## src/hdl/fault_seq_pkg.sv

```systemverilog
// Purpose: Shared constants for the converter fault sequencer
// Assumes: 20 MHz system clock, classic Wishbone register access
// Notes: Times are kept in microseconds; cycle counts derive from them
package fault_seq_pkg;
	localparam int unsigned CLK_HZ = 20_000_000;
	localparam int unsigned CNT_W = 24;

	// Round a time in microseconds up to whole clock cycles, at least one
	function automatic int unsigned us_to_cyc(input int unsigned us);
		longint unsigned c;
		c = (longint'(us) * CLK_HZ + 999_999) / 1_000_000;
		return (c == 0) ? 1 : int'(c);
	endfunction

	// Documented hold-off before current limiting acts
	localparam int unsigned CL_HOLDOFF_US = 1000;
	// Nominal current-limit threshold, percent of rated current
	localparam int unsigned CL_NOM_PCT = 120;
	// Delays with no printed value: plain defaults
	localparam int unsigned INIT_US = 1000;
	localparam int unsigned STARTUP_US = 500;
	localparam int unsigned DWELL_US = 10000;
	localparam int unsigned BROWNOUT_US = 100;
	localparam int unsigned SURGE_US = 100;
	localparam int unsigned IND_PULSE_US = 100;
	localparam int unsigned BROWNOUT_CYC = us_to_cyc(BROWNOUT_US);
	localparam int unsigned SURGE_CYC = us_to_cyc(SURGE_US);
	localparam int unsigned IND_PULSE_CYC = us_to_cyc(IND_PULSE_US);

	// Register byte offsets
	localparam logic [3:0] CTRL_ADR = 4'h0;
	localparam logic [3:0] STATUS_ADR = 4'h4;
	localparam logic [3:0] CAUSE_ADR = 4'h8;
	// Control fields
	localparam int CTRL_SOFT_EN = 0;
	localparam logic CTRL_RST = 1'h1;
	// Cause bit positions
	localparam int CAUSE_IN_LOW = 0;
	localparam int CAUSE_IN_HIGH = 1;
	localparam int CAUSE_OUT_LOW = 2;
	localparam int CAUSE_OVER_TEMP = 3;
	localparam int CAUSE_OUT_HIGH = 4;
	localparam int CAUSE_W = 5;

	// Sequencer states, Gray coded in listed order; one bit per step along the start path
	typedef enum logic [2:0] {
		ST_OFF = 3'h0,
		ST_SETTLE = 3'h1,
		ST_STARTUP = 3'h3,
		ST_SOFT = 3'h2,
		ST_RUN = 3'h6,
		ST_DWELL = 3'h7,
		ST_WAIT_IN = 3'h5,
		ST_LATCHED = 3'h4
	} seq_state_t;
endpackage

```

## src/hdl/persist_filter.sv

```systemverilog
// Purpose: Passes a flag only after it has held high for a set time
// Assumes: Input already synchronised to clk_i
// Notes: Output drops in the cycle after the input falls
`timescale 1ns/10ps
module persist_filter #(
	parameter int unsigned HOLD_CYC = 1
) (
	input wire logic clk_i, // System clock
	input wire logic rst_i, // Synchronous reset, high
	input wire logic flag_i, // Raw level
	output logic flag_o // Level held long enough
);
	import fault_seq_pkg::*;

	logic [CNT_W-1:0] cnt;
	wire hold_done = (cnt >= CNT_W'(HOLD_CYC - 1));

	// Count the run of high samples
	always_ff @(posedge clk_i) begin
		if (rst_i || !flag_i) begin
			cnt <= '0;
			flag_o <= 1'b0;
		end else begin
			if (!hold_done)
				cnt <= cnt + CNT_W'(1);
			flag_o <= hold_done;
		end
	end
endmodule

```

## src/hdl/converter_fault_sequencer.sv

```systemverilog
// Purpose: Fault protection and restart sequencing for an isolated converter
// Assumes: Comparator flags arrive as digital levels from outside this clock
// Notes: rst_i stands for the power-on reset raised when input is applied
//
// The placing of the registers and the Wishbone register port are this design's own decisions.
`timescale 1ns/10ps
// What this block does
// - When off, ignore turn-on until input rises above upper low-lockout level.
// - Running with input below lower low-lockout level: record fault, stop switching.
// - Input dips shorter than the brownout filter time are ignored.
// - After input-low fault, stay off until input recovers, restart if requested.
// - Input above upper high-lockout level: record fault, stop switching.
// - After input-high fault, stay off until input falls below lower level.
// - Fast overvoltage halts switching at once; brief events leave no fault.
// - Input-high persisting past the surge filter time is a fault when off, starting or running.
// - Running after soft start with output below low threshold: short-circuit fault, stop at once.
// - After output-low fault, hold off dwell time, then settle and startup delays.
// - Internal temperature over limit: record fault, stop switching at once.
// - After over-temperature, wait dwell and cool-down, then settle and startup.
// - Each switching cycle compare output with high threshold, disable if over.
// - Output-high fault latches; cleared by turn-on low or input below clear level.
// - Current-limit action waits one millisecond after current first exceeds threshold.
// - Limit threshold nominally 120 percent, reduced when trimmed above nominal.
// - Limiting may pull output to low threshold; further overload trips output-low.
// - Sustained current limiting trips no fault and needs no derating.
// - Fault indicator is active whenever the powertrain is stopped.
// - Fault indicator pulses briefly at the start of soft start.
// - Trim mode latched at power application survives every fault and disable.
module converter_fault_sequencer #(
	parameter int unsigned INIT_CYC = fault_seq_pkg::us_to_cyc(fault_seq_pkg::INIT_US),
	parameter int unsigned STARTUP_CYC = fault_seq_pkg::us_to_cyc(fault_seq_pkg::STARTUP_US),
	parameter int unsigned DWELL_CYC = fault_seq_pkg::us_to_cyc(fault_seq_pkg::DWELL_US),
	parameter int unsigned CL_HOLDOFF_CYC = fault_seq_pkg::us_to_cyc(fault_seq_pkg::CL_HOLDOFF_US)
) (
	input wire logic clk_i, // System clock, 20 MHz
	input wire logic rst_i, // Synchronous reset, high
	input wire logic enable_pin_i, // Turn-on request from the system
	input wire logic in_above_low_hi_i, // Input above upper low-lockout level
	input wire logic in_below_low_lo_i, // Input below lower low-lockout level
	input wire logic in_above_high_hi_i, // Input above upper high-lockout level
	input wire logic in_below_high_lo_i, // Input below lower high-lockout level
	input wire logic in_below_clear_i, // Input below latch-clear level
	input wire logic fast_in_high_i, // Fast input overvoltage from controller
	input wire logic out_below_low_i, // Output below low threshold
	input wire logic out_above_high_i, // Output above high threshold
	input wire logic over_temp_i, // Internal temperature above limit
	input wire logic iout_over_limit_i, // Output current above limit threshold
	input wire logic trim_above_nom_i, // Output trimmed above nominal
	input wire logic adjust_pin_low_i, // Output adjust pin sampled low
	input wire logic ramp_done_i, // Soft-start ramp finished
	input wire logic cycle_tick_i, // One pulse per switching cycle, same clock
	input wire logic wb_cyc_i, // Wishbone cycle
	input wire logic wb_stb_i, // Wishbone strobe
	input wire logic wb_we_i, // Wishbone write enable
	input wire logic [3:0] wb_adr_i, // Wishbone byte address
	input wire logic [3:0] wb_sel_i, // Wishbone byte selects
	input wire logic [31:0] wb_dat_i, // Wishbone write data
	output logic [31:0] wb_dat_o, // Wishbone read data
	output logic wb_ack_o, // Wishbone acknowledge
	output logic powertrain_run_o, // Powertrain switching allowed
	output logic soft_start_o, // Soft-start ramp in progress
	output logic fault_indicator_o, // Fault indicator pin level
	output logic current_limit_o, // Current limiting active
	output logic cl_reduced_o, // Use reduced current-limit threshold
	output logic trim_active_o // Trim mode latched on
);
	import fault_seq_pkg::*;

	localparam int SYNC_W = 14;

	// Two-flop synchronisers for every pin flag
	logic [SYNC_W-1:0] sync1;
	logic [SYNC_W-1:0] sync2;
	wire [SYNC_W-1:0] raw_flags = {enable_pin_i, in_above_low_hi_i, in_below_low_lo_i,
		in_above_high_hi_i, in_below_high_lo_i, in_below_clear_i, fast_in_high_i,
		out_below_low_i, out_above_high_i, over_temp_i, iout_over_limit_i,
		trim_above_nom_i, adjust_pin_low_i, ramp_done_i};

	always_ff @(posedge clk_i) begin
		if (rst_i) begin
			sync1 <= '0;
			sync2 <= '0;
		end else begin
			sync1 <= raw_flags;
			sync2 <= sync1;
		end
	end

	// Synchronised flag names
	wire en_pin = sync2[13];
	wire in_ok_hi = sync2[12];
	wire in_low = sync2[11];
	wire in_high = sync2[10];
	wire in_high_clear = sync2[9];
	wire in_clear = sync2[8];
	wire fast_high = sync2[7];
	wire out_low = sync2[6];
	wire out_high = sync2[5];
	wire hot = sync2[4];
	wire iout_over = sync2[3];
	wire trim_high = sync2[2];
	wire adj_low = sync2[1];
	wire ramp_done = sync2[0];

	// Filtered input faults
	logic in_low_conf;
	logic in_high_conf;

	// Brownout filter on the low-input flag
	persist_filter #(
		.HOLD_CYC(BROWNOUT_CYC)
	) u_brownout (
		.clk_i(clk_i),
		.rst_i(rst_i),
		.flag_i(in_low),
		.flag_o(in_low_conf)
	);

	// Surge filter on the high-input flag
	persist_filter #(
		.HOLD_CYC(SURGE_CYC)
	) u_surge (
		.clk_i(clk_i),
		.rst_i(rst_i),
		.flag_i(in_high),
		.flag_o(in_high_conf)
	);

	// Control register and derived turn-on request
	logic soft_en;
	wire turn_on = en_pin & soft_en;

	seq_state_t state;
	seq_state_t next_state;
	logic [CNT_W-1:0] cnt;
	logic [CAUSE_W-1:0] cause;
	logic [CAUSE_W-1:0] fault_set;
	logic [CAUSE_W-1:0] next_cause;
	logic dwell_for_temp;
	logic trim_latched;
	logic trim_mode;
	logic [CNT_W-1:0] cl_cnt;

	// Timer compare helper
	function automatic logic elapsed(input logic [CNT_W-1:0] c, input int unsigned n);
		return c >= CNT_W'(n - 1);
	endfunction

	wire switching_state = (state == ST_SOFT) || (state == ST_RUN);
	wire fast_halt = fast_high | in_high;
	wire cycle_high = cycle_tick_i & out_high;
	wire start_ok = turn_on & in_ok_hi & ~in_high;
	wire init_done = elapsed(cnt, INIT_CYC);
	wire startup_done = elapsed(cnt, STARTUP_CYC);
	wire dwell_done = elapsed(cnt, DWELL_CYC);
	wire pulse_on = !elapsed(cnt, IND_PULSE_CYC);
	wire latch_clear = ~turn_on | in_clear;

	// Next-state logic; the output-high latch is checked first
	always_comb begin
		next_state = state;
		fault_set = '0;
		case (state)
			ST_OFF: begin
				if (in_high_conf) begin
					fault_set[CAUSE_IN_HIGH] = 1'b1;
					next_state = ST_WAIT_IN;
				end else if (start_ok) begin
					next_state = ST_SETTLE;
				end
			end
			ST_SETTLE, ST_STARTUP: begin
				if (in_high_conf) begin
					fault_set[CAUSE_IN_HIGH] = 1'b1;
					next_state = ST_WAIT_IN;
				end else if (!turn_on || in_low_conf) begin
					next_state = ST_OFF;
				end else if (state == ST_SETTLE && init_done) begin
					next_state = ST_STARTUP;
				end else if (state == ST_STARTUP && startup_done) begin
					next_state = ST_SOFT;
				end
			end
			ST_SOFT, ST_RUN: begin
				if (cycle_high) begin
					fault_set[CAUSE_OUT_HIGH] = 1'b1;
					next_state = ST_LATCHED;
				end else if (hot) begin
					fault_set[CAUSE_OVER_TEMP] = 1'b1;
					next_state = ST_DWELL;
				end else if (state == ST_RUN && out_low) begin
					fault_set[CAUSE_OUT_LOW] = 1'b1;
					next_state = ST_DWELL;
				end else if (in_high_conf) begin
					fault_set[CAUSE_IN_HIGH] = 1'b1;
					next_state = ST_WAIT_IN;
				end else if (in_low_conf) begin
					fault_set[CAUSE_IN_LOW] = 1'b1;
					next_state = ST_WAIT_IN;
				end else if (!turn_on) begin
					next_state = ST_OFF;
				end else if (state == ST_SOFT && ramp_done) begin
					next_state = ST_RUN;
				end
			end
			ST_DWELL: begin
				// Hold off, and for heat also wait for cool-down
				if (dwell_done && !(dwell_for_temp && hot))
					next_state = turn_on ? ST_SETTLE : ST_OFF;
			end
			ST_WAIT_IN: begin
				// Input recovery before any restart
				if (in_ok_hi && in_high_clear && !in_high)
					next_state = ST_OFF;
			end
			ST_LATCHED: begin
				if (latch_clear)
					next_state = ST_OFF;
			end
			default: begin
				next_state = ST_OFF;
			end
		endcase
	end

	// Sequencer state and shared delay counter
	always_ff @(posedge clk_i) begin
		if (rst_i) begin
			state <= ST_OFF;
			cnt <= '0;
		end else begin
			state <= next_state;
			if (next_state != state)
				cnt <= '0;
			else if (!(&cnt))
				cnt <= cnt + CNT_W'(1);
		end
	end

	// Remember whether the dwell also waits on temperature
	always_ff @(posedge clk_i) begin
		if (rst_i)
			dwell_for_temp <= 1'b0;
		else if (next_state == ST_DWELL && state != ST_DWELL)
			dwell_for_temp <= fault_set[CAUSE_OVER_TEMP];
	end

	// Trim mode caught once, when input first rises above lockout
	always_ff @(posedge clk_i) begin
		if (rst_i) begin
			trim_latched <= 1'b0;
			trim_mode <= 1'b0;
		end else if (!trim_latched && in_ok_hi) begin
			trim_latched <= 1'b1;
			trim_mode <= adj_low;
		end
	end

	// Current-limit hold-off while switching
	wire cl_reached = elapsed(cl_cnt, CL_HOLDOFF_CYC);
	always_ff @(posedge clk_i) begin
		if (rst_i || !iout_over || !switching_state)
			cl_cnt <= '0;
		else if (!cl_reached)
			cl_cnt <= cl_cnt + CNT_W'(1);
	end

	// Registered pin outputs
	always_ff @(posedge clk_i) begin
		if (rst_i) begin
			powertrain_run_o <= 1'b0;
			soft_start_o <= 1'b0;
			fault_indicator_o <= 1'b1;
			current_limit_o <= 1'b0;
			cl_reduced_o <= 1'b0;
		end else begin
			powertrain_run_o <= switching_state & ~fast_halt;
			soft_start_o <= (state == ST_SOFT);
			fault_indicator_o <= ~switching_state | fast_halt
				| ((state == ST_SOFT) & pulse_on);
			current_limit_o <= switching_state & iout_over & cl_reached;
			cl_reduced_o <= trim_mode & trim_high;
		end
	end
	assign trim_active_o = trim_mode;

	// Wishbone decode
	wire wb_req = wb_cyc_i & wb_stb_i;
	wire sel_ctrl = (wb_adr_i == CTRL_ADR);
	wire sel_status = (wb_adr_i == STATUS_ADR);
	wire sel_cause = (wb_adr_i == CAUSE_ADR);
	wire wr_take = wb_req & ~wb_ack_o & wb_we_i & wb_sel_i[0];
	wire [CAUSE_W-1:0] cause_clr = (wr_take & sel_cause) ? wb_dat_i[CAUSE_W-1:0] : '0;
	wire [31:0] status_word = {24'h0, fault_indicator_o, powertrain_run_o,
		current_limit_o, (state == ST_LATCHED), trim_mode, state};
	wire [31:0] rd_word = sel_ctrl ? {31'h0, soft_en}
		: sel_status ? status_word
		: sel_cause ? {{(32 - CAUSE_W){1'b0}}, cause}
		: 32'h0;

	// Sticky causes: a new fault wins over a clear
	assign next_cause = (cause & ~cause_clr) | fault_set;

	// Register writes and the one-cycle acknowledge
	always_ff @(posedge clk_i) begin
		if (rst_i) begin
			soft_en <= CTRL_RST;
			cause <= '0;
			wb_ack_o <= 1'b0;
			wb_dat_o <= 32'h0;
		end else begin
			cause <= next_cause;
			wb_ack_o <= wb_req & ~wb_ack_o;
			wb_dat_o <= (wb_req & ~wb_ack_o) ? rd_word : 32'h0;
			if (wr_take && sel_ctrl)
				soft_en <= wb_dat_i[CTRL_SOFT_EN];
		end
	end
endmodule

```

## config.mk

```make
export PLATFORM = sky130hd
export DESIGN_NAME = converter_fault_sequencer
export DESIGN_NICKNAME = d
export VERILOG_FILES = /design/src/hdl/fault_seq_pkg.sv /design/src/hdl/persist_filter.sv /design/src/hdl/converter_fault_sequencer.sv
export SDC_FILE = /design/constraint.sdc
export NUM_CORES = 1
export LEC_CHECK = 0
export BUFFER_PORTS_ARGS = -buffer_cell sky130_fd_sc_hd__buf_4
export CAP_MARGIN = 20
export CORE_UTILIZATION = 50
export DETAILED_ROUTE_END_ITERATION = 6
export GPL_TIMING_DRIVEN = 0
export PLACE_DENSITY = 0.79
export SLEW_MARGIN = 10
export SYNTH_ARGS = -nofsm -noshare
export SYNTH_HDL_FRONTEND = slang
export SYNTH_SLANG_ARGS = --single-unit
```

## constraint.sdc

```tcl
create_clock -name clk_i -period 2.8 [get_ports clk_i]
set_clock_uncertainty 0.05 [all_clocks]
set_input_delay 0.14 -clock clk_i [delete_from_list [all_inputs] [get_ports clk_i]]
set_output_delay 0.14 -clock clk_i [all_outputs]
set_load 0.02 [all_outputs]
```

==> results of run 1 <==
## metrics by stage
step,instance area (µm²),utilization (%),hold slack [ns],setup slack (ns)
finish,7830,67.4,0.0329,-0.0109
global route,7830,67.4,0.0300,-0.0651
CTS,7660,66.0,0.0257,0.000254
detailed placement,6660,57.3,0.308,-0.248
global placement,6660,57.3,0.307,-0.266
floorplan,6160,-,0.218,0.00438
## layout by cell type (no fill, tap or decap), types with 13 or more instances in the layout
master and n:
xor2_1 25, nor4_1 13, and2_1 39, clkbuf_16 18
dlygate4sd3_1 22, a21oi_1 15, buf_4 80, nand3_1 18
and3_1 18, nor2_4 15, nor2b_1 36, nor3_1 20
nand2_1 49, nor2_1 74, clkbuf_1 18, conb_1 24
nand4_1 15, xnor2_1 25, dfxtp_1 148
## worst min-delay path by stage
| stage | end | start | slack [ns] |
|---|---|---|---|
| final | wb_dat_o[5] | wb_adr_i[0] | 0.03 |
| after detailed placement | sync1[9] | in_below_high_lo_i | 0.31 |
| after global routing | wb_dat_o[7] | wb_adr_i[0] | 0.03 |
| after CTS | soft_en | wb_adr_i[3] | 0.03 |
| after floorplan | sync1[0] | ramp_done_i | 0.22 |
| after global placement | sync1[13] | enable_pin_i | 0.31 |
## power by group through the flow
stage	logic, mW	registers (mW)	clock network [mW]
final	0.218	2.20	2.21
after global routing	0.236	2.20	2.36
after detailed placement	0.166	2.25	0
after CTS	0.205	2.20	2.25
after global placement	0.163	2.25	0
after floorplan	0.115	2.25	0
## critical path, cell delays in order, from the launching register on
cell and delay [ns]:
dfxtp_4 0.35, or4_4 0.53, or3_1 0.33, o211ai_2 0.27
nand3_2 0.13, mux2i_1 0.14, or4_4 0.64, clkbuf_16 0.22
nor2_4 0.09
## state kept, by name, indices dropped and copies added, names as in the netlist, 3 cells and up
register,flops
wb_dat_o,8
u_brownout.cnt,24
sync1,14
u_surge.cnt,24
state,3
sync2,14
cl_cnt,24
cnt,24
cause,5
## per-layer routing
layer	share of wire [%]	track usage (%)	vias up
li1	-	-	2460
met1	44	25.7	2203
met2	48	35.2	160
met3	5.7	6.86	24
met4	1.8	8.36	0
met5	0	0	-
## cell families (layout without fill, tap and decap cells)
group           after synthesis  in the layout
buf+inv                      58            169
mux                           7              7
compound gates               58             58
other cells                   1             24
flops                       152            152
simple gates                332            332
fa+ha+maj                     4              4
xor+xnor                     50             50
## final cells by class
class / instances / area, µm² / area share [%]
Clock inverter: 12 / 125 / 1.60
Tap cell: 143 / 179 / 2.29
Sequential cell: 152 / 3050 / 39.0
Inverter: 10 / 37.5 / 0.480
Buffer: 46 / 295 / 3.77
Timing Repair Buffer: 81 / 698 / 8.92
Multi-Input combinational cell: 475 / 2980 / 38.1
Clock buffer: 20 / 457 / 5.84
## cells in the mapped netlist, types with 4 or more instances
cell type    n
inv_1       10
xnor2_1     25
clkbuf_1    19
or3_1        4
ha_1         4
and3_1      18
dfxtp_1    152
nor2b_1     36
nor4_1      13
buf_4       24
mux2i_1      7
nand3_1     19
nor2_1      92
a31oi_1      7
nand4_1     15
o21ai_0      7
a21oi_1     15
or4_1        9
xor2_1      25
nor3_1      20
nand2_1     49
and2_1      39
## what timing repair did
| item | 4_1_cts | 5_1_grt |
|---|---|---|
| setup buffers | 11 | 2 |
| endpoints found under the setup margin | 26 | 26 |
| gates cloned | 1 | 1 |
| hold buffers | 22 | 0 |
| pin swaps | 14 | 7 |
| hold endpoints to repair | 22 | 0 |
| gates resized for setup | 33 | 33 |
==> results.cfg, run 1 <==
[clocking]
cts-root-buf = clkbuf_16
ctsLongestPathBuffers = 2
clock_sinks = 152
cts_max_level = 4
cts_made_buffers = 17
clkSlewWorstSetupHoldPaths_ns = 0.06
clk-insertion-delay-late_ns = 0.42
cts_tree = built

[synth]
syn_area_per_cell_um2 = 9.17
yosys.area_share.adder_pct = 0.824
synth_top_family_by_area = simple AND/OR/NAND/NOR gates
synth_top_area_share_pct = 50.1
synthMuxAreaShare_pct = 1.15
synth_flop_cell = dfxtp_1
synth-async-reset-ratio_pct = 0
synth_warnings = 0
synth-simple-area-share_pct = 28.4
syn_inst = 662
synth.distinct_cells = 53
synth_compound_area_share_pct = 6.70
yosys-top-cells-area = dfxtp_1 (50%), nor2_1 (5.7%), and2_1 (4.0%), nor2b_1 (3.7%), xnor2_1 (3.6%)
yosysSeqAreaShare_pct = 50.1
yosys.area.top_type = dfxtp_1
ys_ff_latch = 152
netlist_area_mm2 = 0.00607
synth_enable_flop_cells = 0
synth-xor-area-share_pct = 7.21

[min_path]
hold_class = input port to register
whs_path_depth = 3

[sta]
tightest_slew_ns = 0.638
tns_ns = -0.0178
relSlewSlack_pct = 57.3
setup_viol = 2
finalHoldViolCount = 0
min_period_ns = 2.81
finalWorstSetupSlack_ns = -0.0109
slew_viol_final = 0
post-route-period-util_pct = 100
rsz0062_at_grt = yes
fmax_ghz = 0.356

[floorplanning]
rows = 39
chipWidth_um = 112
initial_core_util_pct = 52.3
core_mm2 = 0.0116
die_height_um = 112
io_pins = 99
dieArea_mm2 = 0.0126

[critical_path]
r2r_end = cnt[16]
worstPathMaxFanout = 8
start_kind = register
endpoint = cnt[16]
startpoint = cnt[15]
reg2reg_depth = 8
r2r_start = cnt[15]
crit_path_end_kind = register
arrival_ns = 3.12
reg2reg_setup_slack_ns = -0.01
required_ns = 3.11
crit_type = register to register

[pwr]
p_total_mw = 4.63
seqPwrFrac_pct = 47.5
vdd_drop_max_mv = 0.484
clkPwrFrac_pct = 47.8
p_leak_nw = 3.04
p_per_area_mw_per_mm2 = 592
p_switching_uw = 983
power.internal_mw = 3.65
pwr-share-comb_pct = 4.7
swShare_pct = 21.2

[global_routing]
grt_pass1_vias = 4751
grt_pass1_wl_mm = 21.3
grt-ovfl-total = 0
antenna_found_initial = 0
grt_max_degree = 17
grtUsageTotal_pct = 21.2

[outcome]
violations = design-rule violations, negative setup slack
outcome = finished, violations left

[place]
dp.final_hpwl_mm = 8.39
place_congestion = 0.861
dpl.cell_count = 871
portBuffers = 43

[detailed_routing]
drc = 9
vias = 4847
wl_mm = 12.7
wire_per_inst_um = 13.6
dr.pass1.iters = 7
drtIter0Drc = 269
detail-route-antenna-nets = 0
viasPerCell = 5.16

[run]
maxCapViolCount = 0

[final_layout]
final_cells = 939
n_antenna_cell = 0
drive_gt1_share_pct = 20.0
nets = 847
areaGrowthSynthToFinish_pct = 28.9
nFillCells = 904
Power figures use the tool's default switching activity.
==> inputs of run 2 (changes only) <==
- SKIP_CTS_REPAIR_TIMING: unset -> 1
- SLEW_MARGIN: 10 -> unset
==> run 2 against run 1 <==
  * The flow finishes with violations (design-rule violations, negative hold slack, negative setup slack)
  * Worst setup slack worse by 0.059 ns
  * Count of clock-buffer cells in the layout stayed put
  * Final cell count down 0.75%
  * Register-to-register slack got worse by 0.06 ns
  * Utilization is 0.68 points lower
  * Clock power barely moved
  * Power about the same
  * Die area unchanged
  * Design area shrank 1.0%
  * Sequential power barely moved
  * First-iteration DRC count is 0.37% lower
  * Critical path type unchanged
  * Largest power group unchanged
==> results.cfg, run 2 (synthesis gave the netlist of run 1 again) <==
[sta]
finalWorstSetupSlack_ns = -0.0699
post-route-period-util_pct = 102
relSlewSlack_pct = 54.9
rsz0062_at_grt = yes
fmax_ghz = 0.348
finalHoldViolCount = 2
setup_viol = 21
whs_ns = -0.00144
tightest_slew_ns = 0.671
min_period_ns = 2.87
slew_viol_final = 0

[critical_path]
required_ns = 3.10
crit_path_end_kind = register
r2r_end = cnt[14]
start_kind = register
r2r_start = cnt[15]
crit_type = register to register
reg2reg_setup_slack_ns = -0.07
reg2reg_depth = 9
startpoint = cnt[15]
worstPathMaxFanout = 8
arrival_ns = 3.17

[floorplanning]
rows = 39
chipWidth_um = 112
io_pins = 99
initial_core_util_pct = 52.3
core_mm2 = 0.0116
die_height_um = 112
dieArea_mm2 = 0.0126

[global_routing]
antenna_found_initial = 0
grt_pass1_wl_mm = 20.1
grt-ovfl-total = 0
grt_pass1_vias = 4495
grt_max_degree = 17
grtUsageTotal_pct = 20.1

[final_layout]
layout.cells.most_common = dfxtp_1
mostFrequentLayoutCells = dfxtp_1 (147), buf_4 (76), nor2_1 (75)
n_antenna_cell = 0
drive_gt1_share_pct = 19.6
nets = 840
final_util_pct = 66.7
areaGrowthSynthToFinish_pct = 27.6

[min_path]
whs_path_depth = 4
hp-start = wb_dat_i[3]
hold_class = input port to register
min_to = cause[3]

[place]
dp.final_hpwl_mm = 8.39
portBuffers = 43
place_congestion = 0.861
pre_cts_ws_ns = -0.248

[clocking]
cts_tree = built
cts-root-buf = clkbuf_16
cts_max_level = 4
clock_sinks = 152
clk-insertion-delay-late_ns = 0.42
ctsLongestPathBuffers = 2
cts_made_buffers = 17
clkSlewWorstSetupHoldPaths_ns = 0.06

[pwr]
p_leak_nw = 3.01
vdd_drop_max_mv = 0.486
p_per_area_mw_per_mm2 = 598

[detailed_routing]
viasPerCell = 5.19
wl_mm = 12.5
wire_per_inst_um = 13.4
drtIter0Drc = 268
dr.pass1.iters = 7
drc = 9
vias = 4835
detail-route-antenna-nets = 0

[run]
maxCapViolCount = 0

[outcome]
outcome = finished, violations left
violations = design-rule violations, negative hold slack, negative setup slack
## run 2: changes by cell type in the layout (fill, tap and decap cells not counted), sizes merged
cell and delta:
dlygate4sd3 -5, buf -3, clkbuf +1
## run 2: final cells by class
cell class,count,area (µm²)
fillers,908,3870
flip-flops and latches,152,3050
multi-input cells,475,2950
repair buffers,72,616
clock buffers,20,457
plain buffers,48,329
well taps,143,179
clock inverters,12,125
inverters,10,37.5
## run 2: metal layers
layer	routed length [µm]	vias up	GRT usage, %
li1	-	2440	-
met1	5610	2216	25.1
met2	5940	151	32.2
met3	706	28	6.75
met4	274	0	7.56
met5	0	-	0
## run 2: worst max-delay path by stage
stage / end / slack (ns) / cells past startpoint
2_1_floorplan: cnt[4] / 0.004 / 9
3_3_place_gp: cnt[4] / -0.27 / 9
3_5_place_dp: cnt[2] / -0.25 / 10
4_1_cts: cnt[2] / -0.29 / 10
5_1_grt: cnt[14] / -0.13 / 9
6_report: cnt[14] / -0.07 / 9
## run 2: per-stage QoR
stage | std cells | area [µm²] | setup TNS, ns | hold WS, ns | power, mW
3_5_place_dp | 871 | 6660 | -5.03 | 0.308 | 2.42
6_report | 932 | 7750 | -1.11 | -0.00144 | 4.63
2_1_floorplan | 685 | 6160 | 0 | 0.218 | 2.36
3_3_place_gp | 871 | 6660 | -5.62 | 0.307 | 2.41
5_1_grt | 932 | 7750 | -2.42 | 0.00881 | 4.80
4_1_cts | 903 | 7240 | -5.95 | -0.128 | 4.61
## run 2: worst max-delay path, cell delays in order (launching register included)
cell	delay, ns
dfxtp_4	0.35
or4_4	0.54
or3_1	0.34
o211ai_2	0.25
and4_4	0.29
o31ai_2	0.07
or4_4	0.51
buf_12	0.17
clkbuf_16	0.16
nor2_4	0.07
## run 2: where the power goes
group	internal, mW	switching, mW
Combinational	0.112	0.105
Clock	1.35	0.860
Sequential	2.19	0.0139
Total	3.65	0.979
==> inputs of run 3 (changes only) <==
- CAP_MARGIN: 20 -> 5
- clock period: 2.8 -> 2.6 ns (I/O delays scaled with it)
==> run 3 against run 2 <==
  * Flip-flop and latch count unchanged
  * Critical path type unchanged
  * The flow still finishes with violations (design-rule violations, negative hold slack, negative setup slack)
  * First-iteration DRC count decreased by 21%
  * Critical endpoint is now cnt[11]
  * Fmax increased by 3.5%
  * Utilization fell by 1.5 points
  * Worst setup slack worse by 0.10 ns
==> results.cfg, run 3 (synthesis gave the netlist of run 1 again) <==
[critical_path]
reg2reg_depth = 9
cpLargestDelayFamily = simple AND/OR/NAND/NOR gates
start_kind = register
cp.depth = 9
path_buf_inv = 2
worstPathMaxFanout = 10
cp_cell_sequence = or4_4, or3_4, o211ai_4, and4_1, o31ai_1, or4_4, buf_6, buf_6, nor2_1
crit_path_end_kind = register
critPathSlowestCell = or4_4
crit_type = register to register
critPathMaxStageDelay_ns = 0.54
required_ns = 2.91
arrival_ns = 3.08
reg2reg_setup_slack_ns = -0.17

[sta]
finalWorstSetupSlack_ns = -0.172
fmax_ghz = 0.361
slew_viol_final = 0
whs_ns = -0.0112
setup_viol = 26
post-route-period-util_pct = 107
tightest_slew_ns = 0.665
relSlewSlack_pct = 55.3
rsz0062_at_grt = yes
finalHoldViolCount = 2
min_period_ns = 2.77

[detailed_routing]
wl_mm = 12.2
drc = 8
dr.pass1.iters = 6
wire_per_inst_um = 13.2
drtIter0Drc = 213
detail-route-antenna-nets = 0
viasPerCell = 5.17
vias = 4762

[floorplanning]
die_height_um = 112
dieArea_mm2 = 0.0126
core_mm2 = 0.0116
chipWidth_um = 112
rows = 39
io_pins = 99
initial_core_util_pct = 52.3

[pwr]
p_per_area_mw_per_mm2 = 662
p_total_mw = 5.01
vdd_drop_max_mv = 0.396
p_leak_nw = 2.94

[clocking]
cts_made_buffers = 17
clk-insertion-delay-late_ns = 0.42
cts_tree = built
ctsLongestPathBuffers = 2
clock_sinks = 152
cts_max_level = 4
cts-root-buf = clkbuf_16
clkSlewWorstSetupHoldPaths_ns = 0.06

[final_layout]
mostFrequentLayoutCells = dfxtp_1 (149), nor2_1 (82), buf_4 (69)
areaGrowthSynthToFinish_pct = 24.7
n_antenna_cell = 0
drive_gt1_share_pct = 17.9
nets = 830
layout.cells.most_common = dfxtp_1

[global_routing]
grtUsageTotal_pct = 20.2
grt_pass1_vias = 4595
grt_max_degree = 17
antenna_found_initial = 0
grt_pass1_wl_mm = 20.5
grt-ovfl-total = 0

[place]
place_congestion = 0.871
portBuffers = 43
dp.final_hpwl_mm = 8.27

[outcome]
outcome = finished, violations left
violations = design-rule violations, negative hold slack, negative setup slack

[min_path]
whs_path_depth = 3
hold_class = input port to register

[run]
maxCapViolCount = 0
run 3: area by class of cell:
| class | count | area [µm²] |
|---|---|---|
| multi-input cells | 475 | 2890 |
| well taps | 143 | 179 |
| fillers | 921 | 4040 |
| clock inverters | 12 | 140 |
| plain buffers | 48 | 310 |
| repair buffers | 62 | 510 |
| inverters | 10 | 37.5 |
| flip-flops and latches | 152 | 3050 |
| clock buffers | 19 | 453 |
run 3: metrics by stage:
| step | utilization [%] | cells | setup TNS, ns | area [µm²] | setup WS (ns) |
|---|---|---|---|---|---|
| global route | 65.2 | 921 | -6.51 | 7570 | -0.281 |
| detailed placement | 57.6 | 871 | -5.56 | 6690 | -0.252 |
| CTS | 62.7 | 902 | -6.11 | 7280 | -0.271 |
| global placement | 57.6 | 871 | -4.96 | 6690 | -0.214 |
| finish | 65.2 | 921 | -3.66 | 7570 | -0.172 |
| floorplan | - | 685 | -0.0636 | 6190 | -0.00928 |
run 3: routing by layer:
| metal | up-vias | part of all wire (%) | global-route usage (%) |
|---|---|---|---|
| met1 | 2159 | 45 | 25.1 |
| met4 | 0 | 2.2 | 8.89 |
| met3 | 24 | 6.3 | 5.83 |
| met2 | 147 | 46 | 32.8 |
| met5 | - | 0 | 0 |
| li1 | 2432 | - | - |
run 3: path summary, 6_finish.rpt:
| path | startpoint | endpoint |
|---|---|---|
| setup / recovery | cnt[15] | cnt[11] |
| hold / removal | wb_cyc_i | wb_ack_o |
| setup reg to reg | cnt[15] | cnt[11] |
| hold reg to reg | sync1[4] | sync2[4] |
run 3: power by group:
group | switching [mW] | total [mW] | internal [mW]
clock | 0.958 | 2.43 | 1.47
sequential | 0.0143 | 2.37 | 2.36
combinational | 0.103 | 0.210 | 0.106
run 3: worst min-delay path, stage by stage:
cell and delay (ns):
buf_4 0.11, nand3b_1 0.11, nor2_1 0.06
